**src/cpfd_defs.svh**
```systemverilog
`ifndef CPFD_DEFS_SVH
`define CPFD_DEFS_SVH

// APB byte offsets and the commit bit of the control register.
`define CPFD_OFS_CTRL         12'h000
`define CPFD_OFS_STATUS       12'h004
`define CPFD_OFS_COUNT        12'h008
`define CPFD_CTRL_COMMIT_BIT  8
// Reset value of the device select field (value is arbitrary).
`define CPFD_DEV_ADDR_RST     7'h2A

// Location map boundaries.
`define CPFD_LOC_COEF_LAST    12'h3FF
`define CPFD_LOC_PROG_LAST    12'h7FF
`define CPFD_LOC_IFACE_LAST   12'h807
`define CPFD_LOC_SLDATA_FIRST 12'h810
`define CPFD_LOC_SLADDR_FIRST 12'h815
`define CPFD_LOC_CAPT_FIRST   12'h81A
`define CPFD_LOC_CAPT_LAST    12'h81B
`define CPFD_LOC_BYTE1_FIRST  12'h81E
`define CPFD_LOC_BYTE1_LAST   12'h81F

// Data bytes per word.
`define CPFD_LEN_COEF         3'h4
`define CPFD_LEN_PROG         3'h5
`define CPFD_LEN_SLDATA       3'h5
`define CPFD_LEN_CAPT_WR      3'h2
`define CPFD_LEN_CAPT_RD      3'h3
`define CPFD_LEN_BYTE1        3'h1
`define CPFD_LEN_REG          3'h2

// Significant bits per word.
`define CPFD_BITS_COEF        6'h1C
`define CPFD_BITS_PROG        6'h28
`define CPFD_BITS_SLADDR      6'h0A
`define CPFD_BITS_CAPT_WR     6'h0D
`define CPFD_BITS_CAPT_RD     6'h18

// Deferred slots.
`define CPFD_SLOT_COUNT       3'h5
`define CPFD_SLOT_LAST        3'h4
`endif

```
**src/cpfd_pkg.sv**
```systemverilog
package cpfd_pkg;
  // Decoder states.
  typedef enum logic [1:0] {ST_IDLE, ST_HDR, ST_DATA, ST_SKIP} cpfd_state_t;
  // Location regions; the interface region shares the coefficient byte layout, the others each have their own.
  typedef enum logic [2:0] {RG_COEF, RG_PROG, RG_IFACE, RG_SLDATA, RG_SLADDR, RG_CAPT, RG_BYTE1, RG_REG} cpfd_region_t;
endpackage

```
**src/cpfd_link_sync.sv**
```systemverilog
`timescale 1ns/100ps
`default_nettype none
module cpfd_link_sync (
  input  wire logic i_ref_clk,
  input  wire logic i_rst,
  input  wire logic i_spi_clk,
  input  wire logic i_spi_frame_latch,
  input  wire logic i_spi_mosi,
  output logic      o_sclk_rise,
  output logic      o_sclk_fall,
  output logic      o_frame_start,
  output logic      o_frame_end,
  output logic      o_mosi,
  output logic      o_latch
);
  logic [2:0] meta;  // First stage, read only by the second stage.
  logic [2:0] sync;  // Second stage, safe to decode.
  logic [2:0] prev;  // Delayed copy for edge finding.

  // Bit order is {mosi, latch, clock}; latch idles high so it resets high.
  always_ff @(posedge i_ref_clk) begin
    if (i_rst) begin
      meta <= 3'h2;
      sync <= 3'h2;
      prev <= 3'h2;
    end else begin
      meta <= {i_spi_mosi, i_spi_frame_latch, i_spi_clk};
      sync <= meta;
      prev <= sync;
    end
  end

  // Edges come from the second stage only, so all share one latency.
  assign o_sclk_rise   = sync[0] & ~prev[0];
  assign o_sclk_fall   = ~sync[0] & prev[0];
  assign o_frame_start = ~sync[1] & prev[1];
  assign o_frame_end   = sync[1] & ~prev[1];
  assign o_mosi        = sync[2];
  assign o_latch       = sync[1];
endmodule
`default_nettype wire

```
**src/cpfd_slot_mem.sv**
```systemverilog
`timescale 1ns/100ps
`default_nettype none
`include "cpfd_defs.svh"
module cpfd_slot_mem (
  input  wire logic        i_ref_clk,
  input  wire logic        i_rst,
  input  wire logic        i_we_loc,
  input  wire logic        i_we_data,
  input  wire logic [2:0]  i_wr_idx,
  input  wire logic [9:0]  i_loc,
  input  wire logic [27:0] i_data,
  input  wire logic [2:0]  i_rd_idx,
  output logic      [9:0]  o_rd_loc,
  output logic      [27:0] o_rd_data
);
  logic [9:0]  loc_mem  [0:`CPFD_SLOT_LAST];  // Target location per slot.
  logic [27:0] data_mem [0:`CPFD_SLOT_LAST];  // Coefficient value per slot.
  wire         wr_ok = i_wr_idx < `CPFD_SLOT_COUNT;  // Guards the three spare codes.
  wire         rd_ok = i_rd_idx < `CPFD_SLOT_COUNT;

  // Location and data halves are written by separate words.
  always_ff @(posedge i_ref_clk) begin
    if (i_we_loc && wr_ok) begin
      loc_mem[i_wr_idx] <= i_loc;
    end
    if (i_we_data && wr_ok) begin
      data_mem[i_wr_idx] <= i_data;
    end
  end

  // Read data leaves through a register, one cycle after the index.
  always_ff @(posedge i_ref_clk) begin
    if (i_rst || !rd_ok) begin
      o_rd_loc  <= 10'h000;
      o_rd_data <= 28'h000_0000;
    end else begin
      o_rd_loc  <= loc_mem[i_rd_idx];
      o_rd_data <= data_mem[i_rd_idx];
    end
  end
endmodule
`default_nettype wire

```
**src/cpfd_top.sv**
```systemverilog
`timescale 1ns/100ps
`default_nettype none
`include "cpfd_defs.svh"
module cpfd_top (
  input  wire logic        i_ref_clk,
  input  wire logic        i_rst,
  input  wire logic        i_psel,
  input  wire logic        i_penable,
  input  wire logic        i_pwrite,
  input  wire logic [11:0] i_paddr,
  input  wire logic [31:0] i_pwdata,
  output logic      [31:0] o_prdata,
  output logic             o_pready,
  output logic             o_pslverr,
  input  wire logic        i_spi_clk,
  input  wire logic        i_spi_frame_latch,
  input  wire logic        i_spi_mosi,
  output logic             o_spi_miso,
  output logic             o_spi_miso_oe,
  output logic             o_wr_valid,
  output logic      [11:0] o_wr_loc,
  output logic      [39:0] o_wr_data,
  output logic             o_rd_req,
  output logic      [11:0] o_rd_loc,
  input  wire logic [39:0] i_rd_data,
  output logic      [10:0] o_probe_step_index,
  output logic      [1:0]  o_probe_source_select,
  input  wire logic        i_coef_idle,
  output logic             o_sl_valid,
  output logic      [9:0]  o_sl_loc,
  output logic      [27:0] o_sl_data
);
  // Classify a location into its layout region.
  function automatic cpfd_pkg::cpfd_region_t region(input logic [11:0] loc);
    if (loc <= `CPFD_LOC_COEF_LAST) begin
      region = cpfd_pkg::RG_COEF;
    end else if (loc <= `CPFD_LOC_PROG_LAST) begin
      region = cpfd_pkg::RG_PROG;
    end else if (loc <= `CPFD_LOC_IFACE_LAST) begin
      region = cpfd_pkg::RG_IFACE;
    end else if (loc >= `CPFD_LOC_SLDATA_FIRST && loc < `CPFD_LOC_SLADDR_FIRST) begin
      region = cpfd_pkg::RG_SLDATA;
    end else if (loc >= `CPFD_LOC_SLADDR_FIRST && loc < `CPFD_LOC_CAPT_FIRST) begin
      region = cpfd_pkg::RG_SLADDR;
    end else if (loc >= `CPFD_LOC_CAPT_FIRST && loc <= `CPFD_LOC_CAPT_LAST) begin
      region = cpfd_pkg::RG_CAPT;
    end else if (loc >= `CPFD_LOC_BYTE1_FIRST && loc <= `CPFD_LOC_BYTE1_LAST) begin
      region = cpfd_pkg::RG_BYTE1;
    end else begin
      region = cpfd_pkg::RG_REG;
    end
  endfunction

  // Data bytes that follow for one word of a region.
  function automatic logic [2:0] word_len(input cpfd_pkg::cpfd_region_t rg, input logic rd);
    case (rg)
      cpfd_pkg::RG_COEF:   word_len = `CPFD_LEN_COEF;
      cpfd_pkg::RG_PROG:   word_len = `CPFD_LEN_PROG;
      cpfd_pkg::RG_IFACE:  word_len = `CPFD_LEN_COEF;
      cpfd_pkg::RG_SLDATA: word_len = `CPFD_LEN_SLDATA;
      cpfd_pkg::RG_CAPT:   word_len = rd ? `CPFD_LEN_CAPT_RD : `CPFD_LEN_CAPT_WR;
      cpfd_pkg::RG_BYTE1:  word_len = `CPFD_LEN_BYTE1;
      default:             word_len = `CPFD_LEN_REG;
    endcase
  endfunction

  // Mask of the significant bits of a word; padding above falls outside.
  function automatic logic [39:0] sig_mask(input cpfd_pkg::cpfd_region_t rg, input logic rd);
    logic [5:0] bits;
    bits = {word_len(rg, rd), 3'h0};
    case (rg)
      cpfd_pkg::RG_COEF, cpfd_pkg::RG_IFACE, cpfd_pkg::RG_SLDATA: bits = `CPFD_BITS_COEF;
      cpfd_pkg::RG_PROG:   bits = `CPFD_BITS_PROG;
      cpfd_pkg::RG_SLADDR: bits = `CPFD_BITS_SLADDR;
      cpfd_pkg::RG_CAPT:   bits = rd ? `CPFD_BITS_CAPT_RD : `CPFD_BITS_CAPT_WR;
      default:             bits = bits;
    endcase
    // A full 40-bit width wraps the shift to zero, which leaves all ones.
    sig_mask = (40'h00_0000_0001 << bits) - 40'h00_0000_0001;
  endfunction

  // Synchronised link signals.
  logic s_rise;
  logic s_fall;
  logic s_start;
  logic s_end;
  logic s_mosi;
  logic s_latch;

  cpfd_link_sync u_sync (
    .i_ref_clk         (i_ref_clk),
    .i_rst             (i_rst),
    .i_spi_clk         (i_spi_clk),
    .i_spi_frame_latch (i_spi_frame_latch),
    .i_spi_mosi        (i_spi_mosi),
    .o_sclk_rise       (s_rise),
    .o_sclk_fall       (s_fall),
    .o_frame_start     (s_start),
    .o_frame_end       (s_end),
    .o_mosi            (s_mosi),
    .o_latch           (s_latch)
  );

  cpfd_pkg::cpfd_state_t state;  // Decoder state.
  logic [6:0]  dev_addr;         // Own device select field.
  logic [2:0]  bit_cnt;          // Bits of the byte in progress.
  logic [7:0]  rx_byte;          // Byte shift register.
  logic        byte_strobe;      // One cycle after a byte completes.
  logic [1:0]  hdr_idx;          // Header byte number.
  logic        dir_rd;           // Direction bit of this frame.
  logic [11:0] cur_loc;          // Location of the word in progress.
  logic [2:0]  data_cnt;         // Data bytes so far in this word.
  logic [39:0] acc;              // Received data bytes, right aligned.
  logic        tx_load;          // Read data is captured this cycle.
  logic [39:0] tx_shift;         // Outgoing read bits, MSB first.
  logic [15:0] word_count;       // Words moved since reset.
  logic        sl_pending;       // Software asked for a slot copy.
  logic        sl_busy;          // Slot copy in progress.
  logic [2:0]  sl_idx;           // Slot being copied.

  // Per-word decode of the current location.
  wire cpfd_pkg::cpfd_region_t cur_rg = region(cur_loc);
  wire [2:0]  cur_len   = word_len(cur_rg, dir_rd);
  wire [39:0] cur_mask  = sig_mask(cur_rg, dir_rd);
  wire [7:0]  next_byte = {rx_byte[6:0], s_mosi};
  wire [39:0] next_acc  = {acc[31:0], rx_byte};
  wire        in_frame  = ~s_latch;
  wire        in_hdr    = byte_strobe && state == cpfd_pkg::ST_HDR;
  wire        in_data   = byte_strobe && state == cpfd_pkg::ST_DATA;
  wire        hdr_last  = in_hdr && hdr_idx == 2'h2;
  wire        word_end  = in_data && data_cnt == cur_len - 3'h1;
  wire        wr_word   = word_end && !dir_rd;
  wire        rd_fire   = (hdr_last && dir_rd) || (word_end && dir_rd);
  wire [11:0] next_loc  = hdr_last ? {cur_loc[11:8], rx_byte} : cur_loc + 12'h001;
  wire [5:0]  tx_amt    = {`CPFD_LEN_PROG - cur_len, 3'h0};
  wire [2:0]  sl_wr_idx = word_end && cur_rg == cpfd_pkg::RG_SLADDR ?
                          3'(cur_loc - `CPFD_LOC_SLADDR_FIRST) : 3'(cur_loc - `CPFD_LOC_SLDATA_FIRST);

  // Byte assembly: MOSI is taken on each rising link clock edge.
  always_ff @(posedge i_ref_clk) begin
    if (i_rst || s_start) begin
      bit_cnt <= 3'h0;
      rx_byte <= 8'h00;
    end else if (s_rise && in_frame) begin
      bit_cnt <= bit_cnt + 3'h1;
      rx_byte <= next_byte;
    end
  end

  // The strobe trails the eighth edge by one cycle so rx_byte is whole.
  always_ff @(posedge i_ref_clk) begin
    if (i_rst) begin
      byte_strobe <= 1'b0;
    end else begin
      byte_strobe <= s_rise && in_frame && bit_cnt == 3'h7;
    end
  end

  // Frame sequencer. A frame end always wins, even mid-word.
  always_ff @(posedge i_ref_clk) begin
    if (i_rst || s_end) begin
      state <= cpfd_pkg::ST_IDLE;
    end else if (s_start) begin
      state <= cpfd_pkg::ST_HDR;
    end else if (byte_strobe) begin
      case (state)
        cpfd_pkg::ST_HDR: begin
          if (hdr_idx == 2'h0 && rx_byte[7:1] != dev_addr) begin
            state <= cpfd_pkg::ST_SKIP;
          end else if (hdr_idx == 2'h2) begin
            state <= cpfd_pkg::ST_DATA;
          end
        end
        default: state <= state;
      endcase
    end
  end

  // Header fields: select and direction, then location MSB first.
  always_ff @(posedge i_ref_clk) begin
    if (i_rst || s_start) begin
      hdr_idx <= 2'h0;
    end else if (in_hdr) begin
      hdr_idx <= hdr_idx + 2'h1;
    end
  end

  always_ff @(posedge i_ref_clk) begin
    if (i_rst) begin
      dir_rd  <= 1'b0;
      cur_loc <= 12'h000;
    end else if (in_hdr && hdr_idx == 2'h0) begin
      dir_rd <= rx_byte[0];
    end else if (in_hdr && hdr_idx == 2'h1) begin
      cur_loc[11:8] <= rx_byte[3:0];
    end else if (hdr_last || word_end) begin
      cur_loc <= next_loc;
    end
  end

  // Data byte count and accumulator; padding bits are shifted in and masked later.
  always_ff @(posedge i_ref_clk) begin
    if (i_rst || hdr_last) begin
      data_cnt <= 3'h0;
    end else if (in_data) begin
      data_cnt <= word_end ? 3'h0 : data_cnt + 3'h1;
      acc      <= next_acc;
    end
  end

  // Write word out; bits above the significant width are dropped.
  always_ff @(posedge i_ref_clk) begin
    if (i_rst) begin
      o_wr_valid <= 1'b0;
      o_wr_loc   <= 12'h000;
      o_wr_data  <= 40'h00_0000_0000;
    end else begin
      o_wr_valid <= wr_word;
      if (wr_word) begin
        o_wr_loc  <= cur_loc;
        o_wr_data <= next_acc & cur_mask;
      end
    end
  end

  // Probe setup: step index in bits [12:2], source in [1:0] of the word.
  always_ff @(posedge i_ref_clk) begin
    if (i_rst) begin
      o_probe_step_index    <= 11'h000;
      o_probe_source_select <= 2'h0;
    end else if (wr_word && cur_rg == cpfd_pkg::RG_CAPT) begin
      o_probe_step_index    <= next_acc[12:2];
      o_probe_source_select <= next_acc[1:0];
    end
  end

  // Read request per word; the answer is taken on the following cycle.
  always_ff @(posedge i_ref_clk) begin
    if (i_rst) begin
      o_rd_req <= 1'b0;
      o_rd_loc <= 12'h000;
      tx_load  <= 1'b0;
    end else begin
      o_rd_req <= rd_fire;
      tx_load  <= o_rd_req;
      if (rd_fire) begin
        o_rd_loc <= next_loc;
      end
    end
  end

  // Read bits change on falling link clock edges so the host can take them on rising ones.
  always_ff @(posedge i_ref_clk) begin
    if (i_rst) begin
      tx_shift   <= 40'h00_0000_0000;
      o_spi_miso <= 1'b0;
    end else if (tx_load) begin
      tx_shift <= (i_rd_data & cur_mask) << tx_amt;
    end else if (s_fall && state == cpfd_pkg::ST_DATA && dir_rd) begin
      o_spi_miso <= tx_shift[39];
      tx_shift   <= {tx_shift[38:0], 1'b0};
    end
  end

  // MISO is driven only in the data phase of a read addressed to us.
  always_ff @(posedge i_ref_clk) begin
    if (i_rst) begin
      o_spi_miso_oe <= 1'b0;
    end else begin
      o_spi_miso_oe <= state == cpfd_pkg::ST_DATA && dir_rd && !s_end;
    end
  end

  // Deferred slots take location or data words as they arrive.
  cpfd_slot_mem u_slots (
    .i_ref_clk (i_ref_clk),
    .i_rst     (i_rst),
    .i_we_loc  (wr_word && cur_rg == cpfd_pkg::RG_SLADDR),
    .i_we_data (wr_word && cur_rg == cpfd_pkg::RG_SLDATA),
    .i_wr_idx  (sl_wr_idx),
    .i_loc     (next_acc[9:0]),
    .i_data    (next_acc[27:0]),
    .i_rd_idx  (sl_idx),
    .o_rd_loc  (o_sl_loc),
    .o_rd_data (o_sl_data)
  );

  // Slot copy walks all five slots, pausing while coefficient memory is busy.
  wire sl_start = sl_pending && !sl_busy && i_coef_idle;
  wire sl_step  = sl_busy && i_coef_idle;

  always_ff @(posedge i_ref_clk) begin
    if (i_rst) begin
      sl_busy <= 1'b0;
      sl_idx  <= 3'h0;
    end else if (sl_start) begin
      sl_busy <= 1'b1;
      sl_idx  <= 3'h0;
    end else if (sl_step) begin
      sl_busy <= sl_idx != `CPFD_SLOT_LAST;
      sl_idx  <= sl_idx + 3'h1;
    end
  end

  always_ff @(posedge i_ref_clk) begin
    if (i_rst) begin
      o_sl_valid <= 1'b0;
    end else begin
      o_sl_valid <= sl_step;
    end
  end

  // APB decode; zero wait states, unmapped offsets answer with an error.
  wire apb_acc   = i_psel && i_penable;
  wire apb_setup = i_psel && !i_penable;
  wire sel_ctrl  = i_paddr == `CPFD_OFS_CTRL;
  wire sel_stat  = i_paddr == `CPFD_OFS_STATUS;
  wire sel_cnt   = i_paddr == `CPFD_OFS_COUNT;
  wire ctrl_wr   = apb_acc && i_pwrite && sel_ctrl;
  wire [31:0] rd_mux = sel_ctrl ? {24'h00_0000, 1'b0, dev_addr} :
                       sel_stat ? {14'h0000, s_latch == 1'b0, sl_busy, sl_pending, dir_rd, 2'(state), cur_loc} :
                       sel_cnt  ? {16'h0000, word_count} : 32'h0000_0000;

  assign o_pready  = 1'b1;
  assign o_pslverr = apb_acc && !(sel_ctrl || sel_stat || sel_cnt);

  // Read data is registered in the setup cycle, ready for the access cycle.
  always_ff @(posedge i_ref_clk) begin
    if (i_rst) begin
      o_prdata <= 32'h0000_0000;
    end else if (apb_setup) begin
      o_prdata <= rd_mux;
    end
  end

  // Software writes steer the select field and request slot copies; a request wins over the start clear.
  always_ff @(posedge i_ref_clk) begin
    if (i_rst) begin
      dev_addr   <= `CPFD_DEV_ADDR_RST;
      sl_pending <= 1'b0;
    end else begin
      if (ctrl_wr) begin
        dev_addr <= i_pwdata[6:0];
      end
      sl_pending <= (ctrl_wr && i_pwdata[`CPFD_CTRL_COMMIT_BIT]) || (sl_pending && !sl_start);
    end
  end

  always_ff @(posedge i_ref_clk) begin
    if (i_rst) begin
      word_count <= 16'h0000;
    end else if (word_end) begin
      word_count <= word_count + 16'h0001;
    end
  end

  AST_SKIP_SILENT: assert property (@(posedge i_ref_clk) disable iff (i_rst)
    state == cpfd_pkg::ST_SKIP |=> !o_wr_valid && !o_rd_req && !o_spi_miso_oe) else $error("skipped frame acted");
  AST_COEF_PAD: assert property (@(posedge i_ref_clk) disable iff (i_rst)
    o_wr_valid && o_wr_loc <= `CPFD_LOC_COEF_LAST |-> o_wr_data[39:28] == 12'h000) else $error("coef pad set");
  AST_BURST_INC: assert property (@(posedge i_ref_clk) disable iff (i_rst)
    o_wr_valid |-> cur_loc == o_wr_loc + 12'h001) else $error("location not advanced");
  AST_PROG_LEN: assert property (@(posedge i_ref_clk) disable iff (i_rst)
    word_end && cur_loc > `CPFD_LOC_COEF_LAST && cur_loc <= `CPFD_LOC_PROG_LAST |-> data_cnt == 3'h4)
    else $error("instruction word length wrong");
  AST_HDR_THREE: assert property (@(posedge i_ref_clk) disable iff (i_rst)
    $changed(state) && state == cpfd_pkg::ST_DATA |-> $past(hdr_idx) == 2'h2) else $error("header not three bytes");
  AST_PROBE_FIELDS: assert property (@(posedge i_ref_clk) disable iff (i_rst)
    o_wr_valid && region(o_wr_loc) == cpfd_pkg::RG_CAPT |-> o_probe_step_index == o_wr_data[12:2])
    else $error("probe index mismatch");
  AST_RD_ZERO_LOW: assert property (@(posedge i_ref_clk) disable iff (i_rst)
    tx_load && cur_rg == cpfd_pkg::RG_CAPT && dir_rd |=> tx_shift[15:0] == 16'h0000) else $error("probe read misaligned");
  AST_SL_IDLE: assert property (@(posedge i_ref_clk) disable iff (i_rst)
    o_sl_valid |-> $past(i_coef_idle) && $past(sl_busy)) else $error("slot copied while busy");
  AST_END_IDLE: assert property (@(posedge i_ref_clk) disable iff (i_rst)
    s_end |=> state == cpfd_pkg::ST_IDLE ##1 !o_spi_miso_oe) else $error("frame end not honoured");
endmodule
`default_nettype wire

```
**config.mk**
```make
export PLATFORM = sky130hd
export DESIGN_NAME = cpfd_top
export DESIGN_NICKNAME = d
export VERILOG_FILES = /design/src/cpfd_pkg.sv /design/src/cpfd_link_sync.sv /design/src/cpfd_slot_mem.sv /design/src/cpfd_top.sv
export VERILOG_INCLUDE_DIRS = /design/src /design/src/src
export SDC_FILE = /design/constraint.sdc
export NUM_CORES = 1
export LEC_CHECK = 0
export BUFFER_PORTS_ARGS = -buffer_cell sky130_fd_sc_hd__buf_2
export CAP_MARGIN = 10
export CORE_MARGIN = 5
export CORE_UTILIZATION = 54
export DETAILED_ROUTE_END_ITERATION = 10
export GPL_TIMING_DRIVEN = 0
export PLACE_DENSITY = 0.74
export SETUP_SLACK_MARGIN = 0.5
export SLEW_MARGIN = 20
export SYNTH_ARGS = -nofsm -noshare
export SYNTH_HDL_FRONTEND = slang
export SYNTH_SLANG_ARGS = --single-unit
```
**constraint.sdc**
```tcl
create_clock -name i_ref_clk -period 16.9 [get_ports i_ref_clk]
set_clock_uncertainty 0.2 [all_clocks]
set_input_delay 1.69 -clock i_ref_clk [delete_from_list [all_inputs] [get_ports i_ref_clk]]
set_output_delay 1.69 -clock i_ref_clk [all_outputs]
set_load 0.02 [all_outputs]
```
==> impl_metrics.csv, run 1 <==
group,metric,value,unit
outcome,status,"finished clean",
worst_setup_path,critPathSlowestCell,"nor4bb_1",
floorplan,die-area,40400,um^2
clock_tree,ctsResizeCount,0,
floorplan,io_pins,247,
timing,tns,0,ns
floorplan,initial_core_util,54.2,%
drt,ant_nets,0,
worst_setup_path,path_cells,"clkbuf_1 > clkbuf_1 > inv_1 > ha_1 > clkbuf_1 > nor4bb_1 > a21oi_1 > a21oi_1 > inv_1 > clkbuf_1 > ha_1 > xor2_1 > xor2_2 > a2111o_1 > or4_1 > a21oi_4 > buf_16",
finish,finish.net_count,2133,
worst_setup_path,path_max_fanout,15,
placement,pre_cts_ws,9.54,ns
placement,placed_area,21700,um^2
worst_setup_path,critPathBufInv,7,
drt,via_per_inst,6.13,
worst_setup_path,crit_required,16.97,ns
timing,hold_ws,0.206,ns
finish,postLayoutCoreUtil,64.0,%
timing,min_period,7.73,ns
drt,vias,15500,
placement,dpl.cell_count,2445,
logic_synthesis,yosys.area.top_type_share,33.8,%
worst_setup_path,crit_family,"buffers and inverters",
timing,max_freq,0.129,GHz
clock_tree,cts_root_buffer,"clkbuf_16",
clock_tree,clock_latency,0.57,ns
floorplan,die_h,201,um
logic_synthesis,synth_area,19700,um^2
placement,io_buffer_count,207,
timing,hold_viol,0,
timing,final.period_utilization,45.7,%
drt,wire_per_inst,23.6,um
worst_setup_path,critPathMaxStageDelay,0.93,ns
finish,design_area,23300,um^2
clock_tree,cts_buffers,47,
logic_synthesis,synth_flop_cell,"dfxtp_1",
logic_synthesis,synth_cells,1745,
logic_synthesis,synthTopCellsByCount,"247 x dfxtp_1, 222 x edfxtp_1, 196 x nand2_1",
global_route,antenna_found_initial,0,
finish,drive_gt1_share,20.1,%
global_route,gr-total-overflow,0,
clock_tree,postCtsSetupBuffers,0,
power_and_ir_drop,peakVddDrop,0.0672,mV
worst_setup_path,critPathKind,"reg -> reg",
power_and_ir_drop,power.density,99.7,nW/um^2
timing,tightestPinTransition,1.02,ns
finish,antennaDiodeCount,0,
worst_setup_path,cp.arrival,7.80,ns
finish,fill_cells,2857,
logic_synthesis,ys_seq_elements,469,
min_path,min_path_type,"reg -> reg",
run,maxCapViolations,0,
clock_tree,path_clk_slew,0.06,ns
timing,worst_slack,9.17,ns
global_route,globalRouteTotalUtil,28.6,%
logic_synthesis,synth_area_leaders,"edfxtp_1 34%, dfxtp_1 25%, mux4_2 4.3%",
finish,syn_to_final_growth,18.0,%
floorplan,coreArea,36300,um^2
clock_tree,cts.path.max_buffers,3,
drt,drc,0,
logic_synthesis,ys_seq_area_share,58.9,%
drt,wirelength,59800,um
worst_setup_path,end_kind,"register",
worst_setup_path,cp-start-kind,"register",
logic_synthesis,ys_warn_count,0,
logic_synthesis,avgSynthCellArea,11.3,um^2
clock_tree,cts_tree,"built",
logic_synthesis,yosysMostFrequentCell,"dfxtp_1",
clock_tree,clock_sinks,469,
power_and_ir_drop,p_leak,8.33,nW
floorplan,die_x,201,um
timing,rsz0062_at_grt,"no",
timing,drv_slew,0,
timing,maxSlewHeadroom,29.9,%
worst_setup_path,cpMostUsedCell,"clkbuf_1",
floorplan,rows,70,
logic_synthesis,ys_types,84,
clock_tree,htreeDepth,2,
placement,place_hpwl,42700,um
placement,gp_congestion,0.989,
power_and_ir_drop,power,2.32,mW
global_route,grt_pass1_wl,89900,um
drt,drt_iter0_drc,1486,
global_route,grt_pass1_vias,15000,
timing,setup_viol,0,
logic_synthesis,synth_edf_count,222,
logic_synthesis,synth_top_area_cell,"edfxtp_1",
global_route,grt_max_degree,27,
finish,stdcell_count,2532,
logic_synthesis,synthArstFlopShare,0,%
drt,drt_first_pass_iters,6,
clock_tree,cts_hold_buf,0,
flip-flops by register name, indices dropped and copies added, names as in the netlist, 8 cells and up:
register / cells
u_slots.data_mem: 140
u_slots.loc_mem: 50
o_wr_data: 40
tx_shift: 40
acc: 32
u_slots.o_rd_data: 28
o_prdata: 18
word_count: 16
cur_loc: 12
o_rd_loc: 12
o_wr_loc: 12
o_probe_step_index: 11
u_slots.o_rd_loc: 10
rx_byte: 8
layout by cell type, fill, tap and decap left out, types with 15 or more instances in the layout:
| master | synthesis | layout |
|---|---|---|
| nand2b_1 | 16 | 16 |
| nor2_1 | 118 | 116 |
| nand4_1 | 15 | 15 |
| xnor2_1 | 15 | 15 |
| clkbuf_1 | 98 | 102 |
| mux4_2 | 38 | 38 |
| and3_1 | 15 | 15 |
| clkinv_2 | 0 | 15 |
| nand3_1 | 87 | 87 |
| or4_1 | 16 | 16 |
| buf_2 | 7 | 215 |
| mux2i_1 | 85 | 85 |
| nand2_1 | 196 | 196 |
| dfxtp_1 | 247 | 247 |
| conb_1 | 2 | 17 |
| nor2b_1 | 28 | 28 |
| edfxtp_1 | 222 | 222 |
| clkbuf_16 | 0 | 47 |
| buf_4 | 27 | 30 |
| a21oi_1 | 160 | 156 |
| o21ai_0 | 49 | 49 |
| buf_1 | 17 | 17 |
| inv_1 | 19 | 19 |
worst reg2reg max path, delay by kind of cell, from the launching register on:
kind / cells / cell delay (ns)
AO/OA/AOI/OAI: 4 / 1.99
adder cells (fa/ha/maj): 2 / 0.54
flip-flops: 1 / 0.45
XOR/XNOR: 2 / 0.47
AND/OR/NAND/NOR: 2 / 1.60
buffers and inverters: 7 / 2.19
report_power, final:
part | switching (mW) | total [mW] | leakage (nW) | internal, mW
clock network | 0.444 | 1.08 | 0.811 | 0.633
logic | 0.0417 | 0.0603 | 3.50 | 0.0185
registers | 0.00131 | 1.18 | 4.02 | 1.18
total | 0.487 | 2.32 | 8.33 | 1.83
cell families after synthesis:
group / count (synthesis) / share of synthesized area [%]
buf+inv: 171 / 3.93
compound gates: 356 / 11.7
fa+ha+maj: 14 / 0.889
flops: 469 / 58.9
xor+xnor: 27 / 1.24
simple gates: 573 / 14.1
mux: 133 / 9.23
other cells: 2 / 0.0381
area by class of cell:
cell class	count	area [um^2]	area share [%]
clock buffers	61	1330	5.71
clock inverters	26	280	1.20
inverters	19	71.3	0.307
well taps	468	586	2.52
repair buffers	217	1220	5.25
flip-flops and latches	469	11600	49.9
plain buffers	152	703	3.02
multi-input cells	1120	7460	32.1
per-layer routing:
layer	wire length, um	vias up	track usage (%)
li1	-	6945	-
met1	23100	7549	37.4
met2	28400	886	46.8
met3	5870	153	6.37
met4	2530	0	11.5
met5	0	-	0
final timing paths:
path / startpoint / endpoint / slack [ns] / cells after the start
min: u_sync.meta[1] / u_sync.sync[1] / 0.21 / 1
min reg2reg: u_sync.meta[1] / u_sync.sync[1] / 0.21 / 1
max reg2reg: cur_loc[1] / u_slots.data_mem[3][22] / 9.17 / 17
max: cur_loc[1] / u_slots.data_mem[3][22] / 9.17 / 17
Power figures use the tool's default switching activity.
==> run 2, diff against run 1 <==
--- a/config.mk
+++ b/config.mk
@@ -6,6 +6,7 @@
 export SDC_FILE = /design/constraint.sdc
 export NUM_CORES = 1
 export LEC_CHECK = 0
+export ABC_AREA = 1
 export BUFFER_PORTS_ARGS = -buffer_cell sky130_fd_sc_hd__buf_2
 export CAP_MARGIN = 10
 export CORE_MARGIN = 5
==> constraint.sdc (replaced) <==
create_clock -name i_ref_clk -period 7.7 [get_ports i_ref_clk]
set_clock_uncertainty 0.2 [all_clocks]
set_input_delay 0.77 -clock i_ref_clk [delete_from_list [all_inputs] [get_ports i_ref_clk]]
set_output_delay 0.77 -clock i_ref_clk [all_outputs]
set_load 0.02 [all_outputs]
==> run 2 against run 1 <==
Against the previous run:
- via count up 3.6%
- routed wire length fell by 3.0%
- utilization about the same
- fmax rose by 26%
- clock power grew 120%
- area after synthesis decreased by 3.0%
- combinational power is 99% higher
- largest power group unchanged
- highest routed layer unchanged
==> impl_metrics.csv, run 2 <==
group,metric,value,unit
outcome,status,"finished clean",
logic_synthesis,synth_simple_gate_area_share,15.7,%
global_route,grt_pass1_vias,15800,
clock_tree,ctsResizeCount,0,
placement,dpl.cell_count,2752,
drt,wirelength,58000,um
drt,drt_first_pass_iters,5,
clock_tree,cts.path.max_buffers,3,
logic_synthesis,synth_flop_cell,"dfxtp_1",
worst_setup_path,critical_path.startpoint,"cur_loc[1]",
finish,syn_to_final_growth,18.0,%
drt,drt_iter0_drc,1502,
global_route,use_met3,4.92,%
finish,layout_common_cells,"309 x nor2_1, 287 x nand2_1, 249 x o21ai_0",
worst_setup_path,r2r_start,"cur_loc[1]",
logic_synthesis,synth_edf_count,222,
power_and_ir_drop,power.density,225,nW/um^2
finish,antennaDiodeCount,0,
timing,maxSlewHeadroom,25.7,%
global_route,gr-total-overflow,0,
global_route,grt_busiest_layer,"met2",
global_route,grt_pass1_wl,87800,um
finish,final_common_cell,"nor2_1",
logic_synthesis,yosys.area.top_type_share,34.9,%
floorplan,die_x,198,um
drt,via_per_inst,5.68,
clock_tree,postCtsSetupBuffers,0,
logic_synthesis,synth_area_leaders,"edfxtp_1 35%, dfxtp_1 26%, o21ai_0 6.5%",
power_and_ir_drop,p_leak,9.41,nW
timing,tightestPinTransition,1.11,ns
finish,multi_input_area,6360,um^2
logic_synthesis,synthArstFlopShare,0,%
logic_synthesis,ys_seq_elements,469,
timing,rsz0062_at_grt,"no",
worst_setup_path,cp-start-kind,"register",
power_and_ir_drop,peakVddDrop,0.172,mV
logic_synthesis,avgSynthCellArea,9.28,um^2
run,maxCapViolations,0,
logic_synthesis,synth.area.mux_share,0,%
global_route,globalRouteTotalUtil,28.7,%
worst_setup_path,path_max_fanout,10,
drt,wire_per_inst,20.5,um
logic_synthesis,ys_warn_count,0,
worst_setup_path,end_kind,"register",
logic_synthesis,synth_fa_ha_area_share,0.982,%
placement,gp_congestion,0.956,
floorplan,coreArea,35200,um^2
worst_setup_path,critPathKind,"reg -> reg",
drt,ant_nets,0,
global_route,antenna_found_initial,0,
finish,stdcell_count,2836,
clock_tree,path_clk_slew,0.06,ns
worst_setup_path,crit_required,7.76,ns
power_and_ir_drop,comb_power_share,2.4,%
placement,place_hpwl,41700,um
finish,postLayoutCoreUtil,64.0,%
min_path,min_from,"i_spi_frame_latch",
logic_synthesis,ys_seq_area_share,60.7,%
min_path,min_path_type,"in -> reg",
clock_tree,cts_buffers,46,
floorplan,io_pins,247,
floorplan,rows,69,
timing,setup_viol,0,
clock_tree,clock_sinks,469,
drt,vias,16100,
logic_synthesis,yosysMostFrequentCell,"nor2_1",
power_and_ir_drop,switching_share,20.4,%
finish,largest_register_ffs,140,
timing,drv_slew,0,
clock_tree,cts_root_buffer,"clkbuf_16",
logic_synthesis,synth_cells,2060,
power_and_ir_drop,seq_power_share,51.2,%
logic_synthesis,synth_xor_area_share,0.910,%
logic_synthesis,synth_area,19100,um^2
clock_tree,clock_latency,0.56,ns
floorplan,die_h,198,um
clock_tree,cts_tree,"built",
timing,final.period_utilization,79.9,%
power_and_ir_drop,pwr-share-clk,46.4,%
floorplan,initial_core_util,54.3,%
logic_synthesis,synth_top_area_cell,"edfxtp_1",
finish,fill_cells,2892,
global_route,grt_max_degree,28,
drt,drc,0,
finish,max_flop_register,"u_slots.data_mem",
logic_synthesis,synth_compound_area_share,15.1,%
global_route,grt_use_met1,36.5,%
floorplan,die-area,39300,um^2
finish,drive_gt1_share,15.3,%
logic_synthesis,ys_types,55,
worst_setup_path,cp.arrival,6.21,ns
logic_synthesis,synth_top_family_by_area,"simple AND/OR/NAND/NOR gates",
finish,reg_top3,"u_slots.data_mem (140), u_slots.loc_mem (50)",
finish,finish.net_count,2447,
timing,hold_viol,0,
finish,seq_area,11600,um^2
clock_tree,htreeDepth,2,
timing,min_period,6.15,ns
logic_synthesis,synthTopCellsByCount,"314 x nor2_1, 287 x nand2_1, 249 x o21ai_0",
power_and_ir_drop,p_int,4.04,mW
global_route,use_met2,48.7,%
placement,io_buffer_count,207,
power_and_ir_drop,power.switching,1.03,mW
timing,max_freq,0.163,GHz
clock_tree,cts_hold_buf,0,
==> run 2: metrics by stage <==
stage          cell area (um^2)  setup slack, ns  hold slack [ns]  power, mW  TNS, ns
2_1_floorplan             19200             1.97            0.188       2.72        0
3_3_place_gp              20800           -0.563            0.197       2.77   -15.70
3_5_place_dp              21000             1.65            0.201       2.77        0
4_1_cts                   22600             1.64            0.183       5.08        0
5_1_grt                   22600             1.36            0.196       5.20        0
6_report                  22600             1.55            0.194       5.07        0
==> run 2: final cells by class <==
cell class	instances	share of cell area, %
well taps	461	2.56
multi-input cells	1301	28.2
plain buffers	118	2.43
repair buffers	216	5.19
clock buffers	62	5.86
inverters	187	3.11
clock inverters	22	1.17
flip-flops and latches	469	51.5
==> run 2: cell families (layout without fill, tap and decap cells) <==
family	after synthesis	in the layout
other cells	2	17
compound gates	520	520
buf+inv	305	605
simple gates	730	730
fa+ha+maj	15	15
flops	469	469
xor+xnor	19	19
==> run 2: layer usage <==
metal | vias up | part of all wire (%)
li1 | 7533 | -
met1 | 7698 | 40
met2 | 697 | 48
met3 | 168 | 7.5
met4 | 0 | 4.5
met5 | - | 0
==> run 2: final timing paths <==
check	cells after the start	slack, ns	endpoint
worst min register to register	2	0.21	u_sync.sync[0]
worst min-delay path	2	0.19	u_sync.meta[1]
worst max-delay path	20	1.55	u_slots.data_mem[4][18]
worst max register to register	20	1.55	u_slots.data_mem[4][18]
==> run 2: power by group through the flow <==
stage	logic (mW)	clock network, mW	registers, mW
after global routing	0.130	2.48	2.60
after global placement	0.116	0	2.65
after detailed placement	0.117	0	2.65
after floorplan	0.0620	0	2.65
after CTS	0.117	2.37	2.60
final	0.120	2.35	2.60
==> run 2: worst max-delay path, cell delays in order (launching register included) <==
cell      delay, ns
dfxtp_1        0.41
clkinv_1       0.40
ha_1           0.37
o21ai_1        0.19
inv_1          0.06
nand2_1        0.08
nand2_2        0.20
inv_1          0.22
nand2_1        0.27
clkbuf_1       0.39
ha_1           0.30
xor2_1         0.15
xor2_1         0.16
nor3_1         0.31
nand3_4        0.26
nor2_4         0.21
buf_6          0.18
nand2_1        0.28
nor3_2         0.75
buf_6          0.25
buf_4          0.20
